[config.mk]
export PLATFORM = sky130hd
export DESIGN_NAME = t16b_core
export DESIGN_NICKNAME = d
export VERILOG_FILES = /design/src/logic/t16b_pkg.sv /design/src/logic/t16b_core.sv /design/src/logic/t16b_tick_gen.sv
export SDC_FILE = /design/constraint.sdc
export NUM_CORES = 1
export LEC_CHECK = 0
export BUFFER_PORTS_ARGS = -buffer_cell sky130_fd_sc_hd__buf_4
export CORE_ASPECT_RATIO = 1.25
export CORE_UTILIZATION = 60
export DETAILED_ROUTE_END_ITERATION = 8
export PLACE_DENSITY = 0.79
export SETUP_SLACK_MARGIN = 0.2
export SYNTH_ARGS = -nofsm -noshare
export SYNTH_HDL_FRONTEND = slang
export SYNTH_SLANG_ARGS = --single-unit
export TNS_END_PERCENT = 5
[constraint.sdc]
create_clock -name mclk -period 8 [get_ports mclk]
set_input_delay 2.4 -clock mclk [delete_from_list [all_inputs] [get_ports mclk]]
set_output_delay 2.4 -clock mclk [all_outputs]
set_load 0.02 [all_outputs]
[src/logic/t16b_pkg.sv]
// shared constants and helpers for the 16-bit timer counter core
package t16b_pkg;

    localparam int ADDR_W = 4;
    localparam int DATA_W = 8;
    localparam int CNT_W  = 16;

    // register offsets
    localparam logic [ADDR_W-1:0] OFS_CTRL_A    = 4'h0;
    localparam logic [ADDR_W-1:0] OFS_CTRL_B    = 4'h1;
    localparam logic [ADDR_W-1:0] OFS_COUNT_LO  = 4'h2;
    localparam logic [ADDR_W-1:0] OFS_COUNT_HI  = 4'h3;
    localparam logic [ADDR_W-1:0] OFS_CMP_A_LO  = 4'h4;
    localparam logic [ADDR_W-1:0] OFS_CMP_A_HI  = 4'h5;
    localparam logic [ADDR_W-1:0] OFS_CMP_B_LO  = 4'h6;
    localparam logic [ADDR_W-1:0] OFS_CMP_B_HI  = 4'h7;
    localparam logic [ADDR_W-1:0] OFS_CAPT_LO   = 4'h8;
    localparam logic [ADDR_W-1:0] OFS_CAPT_HI   = 4'h9;
    localparam logic [ADDR_W-1:0] OFS_FLAGS     = 4'ha;

    // field positions
    localparam int CTRL_A_WM_LSB = 0;  // wave mode bits 1:0
    localparam int CTRL_B_WM_LSB = 3;  // wave mode bits 3:2
    localparam int CTRL_B_CS_LSB = 0;  // clock select bits 2:0
    localparam int FLAG_OVF_BIT  = 0;
    localparam int FLAG_DIR_BIT  = 1;

    // reset values
    localparam logic [DATA_W-1:0] RST_BYTE  = 8'h00;
    localparam logic [CNT_W-1:0]  RST_WORD  = 16'h0000;

    // counter landmarks
    localparam logic [CNT_W-1:0] CNT_BOTTOM = 16'h0000;
    localparam logic [CNT_W-1:0] CNT_MAX    = 16'hffff;
    localparam logic [CNT_W-1:0] TOP_8BIT   = 16'h00ff;
    localparam logic [CNT_W-1:0] TOP_9BIT   = 16'h01ff;
    localparam logic [CNT_W-1:0] TOP_10BIT  = 16'h03ff;
    localparam logic [CNT_W-1:0] CNT_STEP   = 16'h0001;

    // clock select codes
    localparam logic [2:0] CS_STOP     = 3'h0;
    localparam logic [2:0] CS_DIV1     = 3'h1;
    localparam logic [2:0] CS_DIV8     = 3'h2;
    localparam logic [2:0] CS_DIV64    = 3'h3;
    localparam logic [2:0] CS_DIV256   = 3'h4;
    localparam logic [2:0] CS_DIV1024  = 3'h5;
    localparam logic [2:0] CS_EXT_FALL = 3'h6;

    // prescaler tap masks
    localparam int PRE_W = 10;
    localparam logic [PRE_W-1:0] PRE_MASK_8    = 10'h007;
    localparam logic [PRE_W-1:0] PRE_MASK_64   = 10'h03f;
    localparam logic [PRE_W-1:0] PRE_MASK_256  = 10'h0ff;
    localparam logic [PRE_W-1:0] PRE_MASK_1024 = 10'h3ff;
    localparam logic [PRE_W-1:0] PRE_ONE       = 10'h001;

    // wave mode codes
    localparam logic [3:0] WM_NORMAL = 4'h0;
    localparam logic [3:0] WM_CTC_A  = 4'h4;
    localparam logic [3:0] WM_CTC_C  = 4'hc;

    // top value of the counting sequence for a wave mode
    function automatic logic [CNT_W-1:0] t16b_top(input logic [3:0] wm,
                                                   input logic [CNT_W-1:0] cmp_a,
                                                   input logic [CNT_W-1:0] capt);
        logic [CNT_W-1:0] t;
        t = CNT_MAX;
        case (wm)
            4'h1, 4'h5:                t = TOP_8BIT;
            4'h2, 4'h6:                t = TOP_9BIT;
            4'h3, 4'h7:                t = TOP_10BIT;
            4'h4, 4'h9, 4'hb, 4'hf:    t = cmp_a;
            4'h8, 4'ha, 4'hc, 4'he:    t = capt;
            default:                   t = CNT_MAX;
        endcase
        return t;
    endfunction

    // dual-slope (up then down) modes
    function automatic logic t16b_dual(input logic [3:0] wm);
        return (wm inside {4'h1, 4'h2, 4'h3, 4'h8, 4'h9, 4'ha, 4'hb});
    endfunction

endpackage

[src/logic/t16b_core.sv]
// 16-bit timer counter core with byte-wide access via a shared holding byte
`timescale 1ns/100ps
`default_nettype none

module t16b_core
    import t16b_pkg::*;
(
    // clock and reset
    input  wire logic              mclk,
    input  wire logic              sys_rst,
    // register port
    input  wire logic [ADDR_W-1:0] addr,
    input  wire logic [DATA_W-1:0] wdata,
    input  wire logic              wr,
    input  wire logic              rd,
    output logic      [DATA_W-1:0] rdata,
    // external clock pin
    input  wire logic              ext_clk_pin,
    // status
    output logic                   overflow_flag,
    output logic                   at_top,
    output logic                   at_bottom,
    output logic      [CNT_W-1:0]  count_value
);

    logic [DATA_W-1:0] timer_ctrl_a;
    logic [DATA_W-1:0] timer_ctrl_b;
    logic [DATA_W-1:0] hold_byte;
    logic [CNT_W-1:0]  compare_value_a;
    logic [CNT_W-1:0]  compare_value_b;
    logic [CNT_W-1:0]  capture_value;
    logic              count_down;

    logic [DATA_W-1:0] next_ctrl_a;
    logic [DATA_W-1:0] next_ctrl_b;
    logic [DATA_W-1:0] next_hold;
    logic [CNT_W-1:0]  next_cmp_a;
    logic [CNT_W-1:0]  next_cmp_b;
    logic [CNT_W-1:0]  next_capt;
    logic [CNT_W-1:0]  next_count;
    logic              next_down;
    logic              next_ovf;
    logic [DATA_W-1:0] next_rdata;

    logic [3:0]        wave_mode_field;
    logic [2:0]        clock_select_field;
    logic [CNT_W-1:0]  top_value;
    logic              dual;
    logic              timer_tick;
    logic              cnt_wr;
    logic              ovf_set;

    ////////////////////////////////////////////////////////////////////////
    // control fields
    assign wave_mode_field    = {timer_ctrl_b[CTRL_B_WM_LSB +: 2],
                                 timer_ctrl_a[CTRL_A_WM_LSB +: 2]};
    assign clock_select_field = timer_ctrl_b[CTRL_B_CS_LSB +: 3];
    assign top_value          = t16b_top(wave_mode_field, compare_value_a,
                                         capture_value);
    assign dual               = t16b_dual(wave_mode_field);
    assign cnt_wr             = wr && (addr == OFS_COUNT_LO);
    assign at_top             = (count_value == top_value);
    assign at_bottom          = (count_value == CNT_BOTTOM);

    t16b_tick_gen u_tick (
        .mclk               (mclk),
        .sys_rst            (sys_rst),
        .clock_select_field (clock_select_field),
        .ext_clk_pin        (ext_clk_pin),
        .timer_tick         (timer_tick)
    );

    ////////////////////////////////////////////////////////////////////////
    // register writes and holding byte
    always_comb
    begin
        next_ctrl_a = timer_ctrl_a;
        next_ctrl_b = timer_ctrl_b;
        next_hold   = hold_byte;
        next_cmp_a  = compare_value_a;
        next_cmp_b  = compare_value_b;
        next_capt   = capture_value;
        if (wr)
        begin
            if (addr == OFS_CTRL_A)
            begin
                next_ctrl_a = wdata;
            end
            else if (addr == OFS_CTRL_B)
            begin
                next_ctrl_b = wdata;
            end
            else if (addr == OFS_COUNT_HI || addr == OFS_CMP_A_HI ||
                     addr == OFS_CMP_B_HI || addr == OFS_CAPT_HI)
            begin
                next_hold = wdata;
            end
            else if (addr == OFS_CMP_A_LO)
            begin
                next_cmp_a = {hold_byte, wdata};
            end
            else if (addr == OFS_CMP_B_LO)
            begin
                next_cmp_b = {hold_byte, wdata};
            end
            else if (addr == OFS_CAPT_LO)
            begin
                next_capt = {hold_byte, wdata};
            end
        end
        else if (rd)
        begin
            if (addr == OFS_COUNT_LO)
            begin
                next_hold = count_value[CNT_W-1:DATA_W];
            end
            else if (addr == OFS_CAPT_LO)
            begin
                next_hold = capture_value[CNT_W-1:DATA_W];
            end
        end
    end

    always_ff @(posedge mclk)
    begin
        if (sys_rst)
        begin
            timer_ctrl_a    <= RST_BYTE;
            timer_ctrl_b    <= RST_BYTE;
            hold_byte       <= RST_BYTE;
            compare_value_a <= RST_WORD;
            compare_value_b <= RST_WORD;
            capture_value   <= RST_WORD;
        end
        else
        begin
            timer_ctrl_a    <= next_ctrl_a;
            timer_ctrl_b    <= next_ctrl_b;
            hold_byte       <= next_hold;
            compare_value_a <= next_cmp_a;
            compare_value_b <= next_cmp_b;
            capture_value   <= next_capt;
        end
    end

    ////////////////////////////////////////////////////////////////////////
    // counter unit
    always_comb
    begin
        next_count = count_value;
        next_down  = count_down;
        ovf_set    = 1'b0;
        if (cnt_wr)
        begin
            next_count = {hold_byte, wdata};
        end
        else if (timer_tick)
        begin
            if (dual)
            begin
                if (!count_down && count_value == top_value)
                begin
                    next_down  = 1'b1;
                    next_count = count_value - CNT_STEP;
                end
                else if (count_down && count_value == CNT_BOTTOM)
                begin
                    next_down  = 1'b0;
                    next_count = count_value + CNT_STEP;
                    ovf_set    = 1'b1;
                end
                else if (count_down)
                begin
                    next_count = count_value - CNT_STEP;
                end
                else
                begin
                    next_count = count_value + CNT_STEP;
                end
            end
            else
            begin
                next_down = 1'b0;
                if (count_value == top_value)
                begin
                    next_count = CNT_BOTTOM;
                end
                else
                begin
                    next_count = count_value + CNT_STEP;
                end
                if (wave_mode_field == WM_CTC_A || wave_mode_field == WM_CTC_C)
                begin
                    ovf_set = (count_value == CNT_MAX);
                end
                else
                begin
                    ovf_set = (count_value == top_value);
                end
            end
        end
        // set wins over a write-one clear
        next_ovf = overflow_flag;
        if (wr && addr == OFS_FLAGS && wdata[FLAG_OVF_BIT])
        begin
            next_ovf = 1'b0;
        end
        if (ovf_set)
        begin
            next_ovf = 1'b1;
        end
    end

    always_ff @(posedge mclk)
    begin
        if (sys_rst)
        begin
            count_value   <= RST_WORD;
            count_down    <= 1'b0;
            overflow_flag <= 1'b0;
        end
        else
        begin
            count_value   <= next_count;
            count_down    <= next_down;
            overflow_flag <= next_ovf;
        end
    end

    ////////////////////////////////////////////////////////////////////////
    // read data, valid the cycle after the strobe
    always_comb
    begin
        next_rdata = RST_BYTE;
        if (rd)
        begin
            if (addr == OFS_CTRL_A)
            begin
                next_rdata = timer_ctrl_a;
            end
            else if (addr == OFS_CTRL_B)
            begin
                next_rdata = timer_ctrl_b;
            end
            else if (addr == OFS_COUNT_LO)
            begin
                next_rdata = count_value[DATA_W-1:0];
            end
            else if (addr == OFS_COUNT_HI || addr == OFS_CAPT_HI)
            begin
                next_rdata = hold_byte;
            end
            else if (addr == OFS_CMP_A_LO)
            begin
                next_rdata = compare_value_a[DATA_W-1:0];
            end
            else if (addr == OFS_CMP_A_HI)
            begin
                next_rdata = compare_value_a[CNT_W-1:DATA_W];
            end
            else if (addr == OFS_CMP_B_LO)
            begin
                next_rdata = compare_value_b[DATA_W-1:0];
            end
            else if (addr == OFS_CMP_B_HI)
            begin
                next_rdata = compare_value_b[CNT_W-1:DATA_W];
            end
            else if (addr == OFS_CAPT_LO)
            begin
                next_rdata = capture_value[DATA_W-1:0];
            end
            else if (addr == OFS_FLAGS)
            begin
                next_rdata[FLAG_OVF_BIT] = overflow_flag;
                next_rdata[FLAG_DIR_BIT] = count_down;
            end
        end
    end

    always_ff @(posedge mclk)
    begin
        if (sys_rst)
        begin
            rdata <= RST_BYTE;
        end
        else
        begin
            rdata <= next_rdata;
        end
    end
endmodule

`default_nettype wire

[src/logic/t16b_tick_gen.sv]
// clock select: prescaled internal tick or synchronised external edge
`timescale 1ns/100ps
`default_nettype none

module t16b_tick_gen
    import t16b_pkg::*;
(
    // clock and reset
    input  wire logic       mclk,
    input  wire logic       sys_rst,
    // selection and source
    input  wire logic [2:0] clock_select_field,
    input  wire logic       ext_clk_pin,
    // tick out
    output logic            timer_tick
);

    logic [PRE_W-1:0] pre;
    logic [PRE_W-1:0] next_pre;
    logic             sync1;
    logic             sync2;
    logic             sync3;
    logic             next_tick;
    logic [PRE_W-1:0] mask;

    ////////////////////////////////////////////////////////////////////////
    always_comb
    begin
        next_pre  = pre + PRE_ONE;
        mask      = PRE_MASK_1024;
        next_tick = 1'b0;
        case (clock_select_field)
            CS_STOP:     next_tick = 1'b0;
            CS_DIV1:     next_tick = 1'b1;
            CS_DIV8:     mask      = PRE_MASK_8;
            CS_DIV64:    mask      = PRE_MASK_64;
            CS_DIV256:   mask      = PRE_MASK_256;
            CS_DIV1024:  mask      = PRE_MASK_1024;
            CS_EXT_FALL: next_tick = sync3 & ~sync2;
            default:     next_tick = sync2 & ~sync3;
        endcase
        if (clock_select_field inside {CS_DIV8, CS_DIV64, CS_DIV256, CS_DIV1024})
        begin
            next_tick = ((pre & mask) == mask);
        end
    end

    // single-cycle enable in the mclk domain
    always_ff @(posedge mclk)
    begin
        if (sys_rst)
        begin
            pre        <= '0;
            sync1      <= 1'b0;
            sync2      <= 1'b0;
            sync3      <= 1'b0;
            timer_tick <= 1'b0;
        end
        else
        begin
            pre        <= next_pre;
            sync1      <= ext_clk_pin;
            sync2      <= sync1;
            sync3      <= sync2;
            timer_tick <= next_tick;
        end
    end
endmodule

`default_nettype wire

==> results.sh, run 1 <==
export IMPL_status="complete, no violations"
export IMPL_p_leak_nw=2.565
export IMPL_clockRootBuffer="clkbuf_16"
export IMPL_area_growth_pct=7.983
export IMPL_fin_crit_sh_pct=71.00
export IMPL_syn_inst=861
export IMPL_ant_nets=0
export IMPL_ys_warn_count=0
export IMPL_fin_cells=987
export IMPL_synthesis_nets=882
export IMPL_ys_ff_latch=112
export IMPL_cts_reportedPaths_clkPinSlew_ps=80
export IMPL_reg2reg_from="timer_ctrl_b[3]"
export IMPL_tightest_slew_ps=1022
export IMPL_rsz0062_at_grt="no"
export IMPL_cp_max_fo=15
export IMPL_timing_fmax_ghz=0.1760
export IMPL_synth_avg_cell_area_um2=7.609
export IMPL_design_core_area_um2=10620
export IMPL_cp_required_ps=5600
export IMPL_setup_worst_path_end_class="output pin"
export IMPL_synth_edf_count=0
export IMPL_clockBufferDepth=2
export IMPL_cts_made_buffers=9
export IMPL_timing_critical_path_arrival_ps=3280
export IMPL_grt_use_total_pct=36.69
export IMPL_drtIter0Drc=833
export IMPL_routed_wirelength_mm=20.48
export IMPL_grt_overflow_total=0
export IMPL_viasPerCell=6.646
export IMPL_yosys_top_cells_area="dfxtp_1 34%, nand2_1 8.1%, a21oi_1 7.9%, nor2_1 5.6%, mux2i_1 5.3%"
export IMPL_setup_viol=0
export IMPL_yosysMostFrequentCell="nand2_1"
export IMPL_die_x_um=95.46
export IMPL_grt_pass1_vias=5956
export IMPL_power_density_nw_per_um2=168.8
export IMPL_cts_tree="done"
export IMPL_design_area_um2=7074
export IMPL_io_pin_count=44
export IMPL_ir_drop_uv=127.6
export IMPL_synthArstFlopShare_pct=0
export IMPL_grt_antenna_before_repair=0
export IMPL_cts_setup_buffers=0
export IMPL_rows=42
export IMPL_drv_slew=0
export IMPL_worstSetupPathType="register to output pin"
export IMPL_final_hold_viol_count=0
export IMPL_place_hpwl_mm=14.49
export IMPL_synth_largest_area_cell="dfxtp_1"
export IMPL_hold_start="u_tick.sync1"
export IMPL_die_area_um2=11340
export IMPL_portBuffers=43
export IMPL_fin_setup_tns_ps=0
export IMPL_seq_area_frac_synth_pct=34.22
export IMPL_ys_dominant_reg_cell="dfxtp_1"
export IMPL_cts_sinks=112
export IMPL_slew_headroom_pct=29.89
export IMPL_via_count=6560
export IMPL_min_period_ps=5680
export IMPL_startpoint="timer_ctrl_b[3]"
export IMPL_whs_ps=446.5
export IMPL_synthesis_area_um2=6551
export IMPL_nets=871
export IMPL_initial_core_util_pct=61.72
export IMPL_start_kind="register"
export IMPL_wl_per_cell_um=20.75
export IMPL_grt_pass1_wl_mm=31.75
export IMPL_post_cts_resized=0
export IMPL_postCtsHoldBufs=0
export IMPL_hold_class="register to register"
export IMPL_htree_levels=3
export IMPL_drive_above_1_share_pct=11.11
export IMPL_first_pass_iters=7
export IMPL_clk_latency_ps=360
export IMPL_clock_skew_ps=6.298
export IMPL_num_antenna_cells=0
export IMPL_place_inst=971
export IMPL_grt_max_degree=71
export IMPL_gp_congestion=0.9554
export IMPL_fp_dieH_um=118.8
export IMPL_synth_top_area_share_pct=34.22
export IMPL_synth_cell_types=77
export IMPL_drv_max_cap_violation_count=0
export IMPL_dpl_cell_area_um2=6770
export IMPL_drc=0
export IMPL_synth_top_cells_by_count="141 x nand2_1, 112 x dfxtp_1, 103 x a21oi_1, 97 x nor2_1, 50 x clkbuf_1"
[logic make-up after synthesis]
family | after synthesis | share of synthesized area (%)
and+or+nand+nor | 367 | 26.93
AOI/OAI and AO/OA | 218 | 21.45
DFF | 112 | 34.22
buffers and inverters | 90 | 5.901
muxes | 40 | 6.723
xor gates and xnor gates | 30 | 4.011
adders and majority gates | 4 | 0.7640
[state kept, by name (all words and copies together), names as in the netlist]
name and count:
u_tick.sync2 1, overflow_flag 1, count_down 1, capture_value 16, timer_ctrl_a 8, compare_value_a 16
u_tick.sync1 1, hold_byte 8, u_tick.pre 10, u_tick.sync3 1, u_tick.timer_tick 1, timer_ctrl_b 8
count_value 16, compare_value_b 16, rdata 8
[worst max-delay path, stage by stage (launching register included)]
cell,delay (ps)
dfxtp_1,610
and2b_1,250
mux2i_1,860
o22ai_2,190
xnor2_1,180
nor4_2,430
nand3_4,190
inv_1,90
buf_4,130
[metrics by stage]
stage | total power, mW | utilization [%] | setup WS (ps)
finish | 1.194 | 66.64 | 2320
global route | 1.227 | 66.64 | 2168
CTS | 1.190 | 66.64 | 2387
detailed placement | 0.7291 | 63.78 | 2775
global placement | 0.7268 | 63.78 | 2895
floorplan | 0.6847 | - | 3615
[where the power goes]
part / leakage [nW] / switching (mW) / internal (mW)
registers: 0.905 / 0.0168 / 0.566
clock network: 0.151 / 0.225 / 0.249
logic: 1.51 / 0.0881 / 0.0491
[cell usage in the layout (no fill, tap or decap), drive strengths merged, types with 11 or more instances in the layout]
cell / Yosys / routed
o21ai: 32 / 32
nand3: 24 / 24
a21oi: 104 / 104
and3: 19 / 19
nor4: 12 / 12
nand2: 141 / 141
dfxtp: 112 / 112
buf: 19 / 48
nor2: 97 / 97
or3: 12 / 12
o221ai: 12 / 12
nor3: 14 / 14
inv: 19 / 22
mux2i: 37 / 37
xor2: 11 / 11
xnor2: 19 / 19
[cell type report]
type	count	area (um^2)
clock inverter	6	75.07
fill	922	3541
tap	132	165.2
timing repair buffer	48	360.3
clock buffer	10	229.0
sequential	112	2242
multi-input combinational	659	3928
inverter	20	75.07
[metal layers]
metal	up-vias	global-route usage [%]	routed length [um]
li1	3006	-	-
met1	3084	48.26	8127
met2	379	55.54	9426
met3	91	6.258	1646
met4	0	22.01	1281
met5	-	0	0
[path summary, 6_finish.rpt]
path / slack (ps) / depth (start not counted) / endpoint
setup / recovery: 2320 / 8 / at_top
hold / removal: 450 / 1 / u_tick.sync2
setup reg to reg: 3870 / 10 / count_value[14]
hold reg to reg: 450 / 1 / u_tick.sync2
No activity file was read; power rests on OpenSTA's default activity.
==> run 2, diff against run 1 <==
==> constraint.sdc (replaced) <==
create_clock -name mclk -period 5.6 [get_ports mclk]
set_input_delay 1.68 -clock mclk [delete_from_list [all_inputs] [get_ports mclk]]
set_output_delay 1.68 -clock mclk [all_outputs]
set_load 0.02 [all_outputs]
==> run 2 against run 1 <==
Effect of this change: clock-buffer cell count decreased by 1; largest power group unchanged; critical path depth stayed put; flip-flop and latch count is the same; largest cell class unchanged; register-to-register slack got worse by 2400 ps; via count decreased by 1.3%; final cell count grew 0.30%.
==> results.sh, run 2 (synthesized netlist as in run 1, its figures left out) <==
export IMPL_portBuffers=43
export IMPL_crit_slowest_cell="mux2i_1"
export IMPL_p_sw_uw=472.2
export IMPL_grt_use_total_pct=37.20
export IMPL_cp_max_fo=15
export IMPL_drive_above_1_share_pct=11.54
export IMPL_io_pin_count=44
export IMPL_final_hold_viol_count=0
export IMPL_ant_nets=0
export IMPL_internal_power_mw=1.277
export IMPL_combPwrFrac_pct=11.4
export IMPL_grt_pass1_vias=5907
export IMPL_cts_made_buffers=9
export IMPL_grt_pass1_wl_mm=32.17
export IMPL_path_cells="and2b_1 -> mux2i_1 -> o22ai_2 -> xnor2_1 -> nor4_2 -> nand3_4 -> inv_1 -> buf_4"
export IMPL_setup_worst_path_end_class="output pin"
export IMPL_seqCellArea_um2=2242
export IMPL_wl_per_cell_um=20.57
export IMPL_setup_viol=0
export IMPL_rsz0062_at_grt="no"
export IMPL_via_count=6473
export IMPL_final_common_cell="nand2_1"
export IMPL_ir_drop_uv=184.1
export IMPL_ff2ff_path_depth=10
export IMPL_cp_required_ps=3920
export IMPL_initial_core_util_pct=61.72
export IMPL_timing_critical_path_arrival_ps=3290
export IMPL_rows=42
export IMPL_start_kind="register"
export IMPL_min_period_ps=4969
export IMPL_postCtsHoldBufs=0
export IMPL_tightest_slew_ps=1050
export IMPL_drtIter0Drc=781
export IMPL_die_area_um2=11340
export IMPL_clockRootBuffer="clkbuf_16"
export IMPL_grt_overflow_total=0
export IMPL_final_cell_mix="141 x nand2_1, 112 x dfxtp_1, 103 x a21oi_1"
export IMPL_num_antenna_cells=0
export IMPL_cts_sinks=112
export IMPL_power_density_nw_per_um2=245.7
export IMPL_area_growth_pct=8.671
export IMPL_gp_congestion=0.9494
export IMPL_power_mw=1.749
export IMPL_fin_crit_sh_pct=88.72
export IMPL_drc=0
export IMPL_post_cts_resized=0
export IMPL_multi_input_area_um2=3928
export IMPL_design_area_um2=7119
export IMPL_whs_path_depth=1
export IMPL_cts_reportedPaths_clkPinSlew_ps=80
export IMPL_first_pass_iters=8
export IMPL_status="complete, no violations"
export IMPL_clock_skew_ps=12.20
export IMPL_drv_max_cap_violation_count=0
export IMPL_cts_tree="done"
export IMPL_dpl_cell_area_um2=6793
export IMPL_nets=874
export IMPL_drv_slew=0
export IMPL_routed_wirelength_mm=20.37
export IMPL_grt_max_degree=74
export IMPL_hold_class="register to register"
export IMPL_clockBufferDepth=2
export IMPL_slew_headroom_pct=28.03
export IMPL_swShare_pct=26.99
export IMPL_num_fill_cells=931
export IMPL_cpPeakStageDelay_ps=880
export IMPL_grt_antenna_before_repair=0
export IMPL_fp_dieH_um=118.8
export IMPL_worstSetupPathType="register to output pin"
export IMPL_place_hpwl_mm=14.34
export IMPL_htree_levels=3
export IMPL_pwr_share_clk_pct=41.1
export IMPL_fin_setup_tns_ps=0
export IMPL_pwr_share_seq_pct=47.5
export IMPL_p_leak_nw=2.587
export IMPL_die_x_um=95.46
export IMPL_design_core_area_um2=10620
export IMPL_whs_ps=438.8
export IMPL_timing_fmax_ghz=0.2013
export IMPL_clk_latency_ps=360
export IMPL_viasPerCell=6.538
export IMPL_fin_util_pct=67.07
export IMPL_cts_setup_buffers=0
==> run 2: cell count changes in the layout (fill, tap and decap cells not counted), sizes merged <==
cell and delta:
buf +3, clkinvlp +1, bufinv +1, clkinv -1
clkbuf -1
==> run 2: worst max-delay path, delay by kind of cell (launching register included) <==
family                    cells  cell delay, ps
xor gates and xnor gates      1             180
and+or+nand+nor               3             860
muxes                         1             880
DFF                           1             600
buffers and inverters         2             220
AOI/OAI and AO/OA             1             190
==> run 2: cell type report <==
class                   count  share of cell area (%)
clock inverters             7                   1.424
flip-flops and latches    112                   31.49
repair buffers             51                   5.378
multi-input cells         659                   55.17
well taps                 132                   2.320
clock buffers               9                   3.163
inverters                  20                   1.054
==> run 2: worst paths after layout <==
| check | start | to | slack, ps |
|---|---|---|---|
| max reg2reg | timer_ctrl_b[3] | count_value[9] | 1490 |
| min | u_tick.sync1 | u_tick.sync2 | 440 |
| max | timer_ctrl_b[3] | at_top | 630 |
| min reg2reg | u_tick.sync1 | u_tick.sync2 | 440 |
==> run 2: routing by layer <==
metal / routed length (um) / part of all wire (%) / track usage, % / vias up
met4: 1258 / 6.2 / 20.90 / 0
met1: 7876 / 39 / 48.24 / 3006
li1: - / - / - / 3011
met3: 1843 / 9.0 / 7.280 / 85
met5: 0 / 0 / 0 / -
met2: 9388 / 46 / 57.10 / 371
==> run 2: stage by stage <==
stage	setup slack (ps)	cells
2_1_floorplan	1935	861
3_3_place_gp	1235	974
3_5_place_dp	1088	974
4_1_cts	709.7	990
5_1_grt	427.1	990
6_report	631.4	990
==> run 2: power groups by stage <==
| stage | logic (mW) | registers, mW | clock network, mW |
|---|---|---|---|
| 2_1_floorplan | 0.138 | 0.840 | 0 |
| 3_3_place_gp | 0.190 | 0.848 | 0 |
| 3_5_place_dp | 0.194 | 0.849 | 0 |
| 4_1_cts | 0.195 | 0.830 | 0.718 |
| 5_1_grt | 0.215 | 0.832 | 0.752 |
| 6_report | 0.199 | 0.831 | 0.719 |
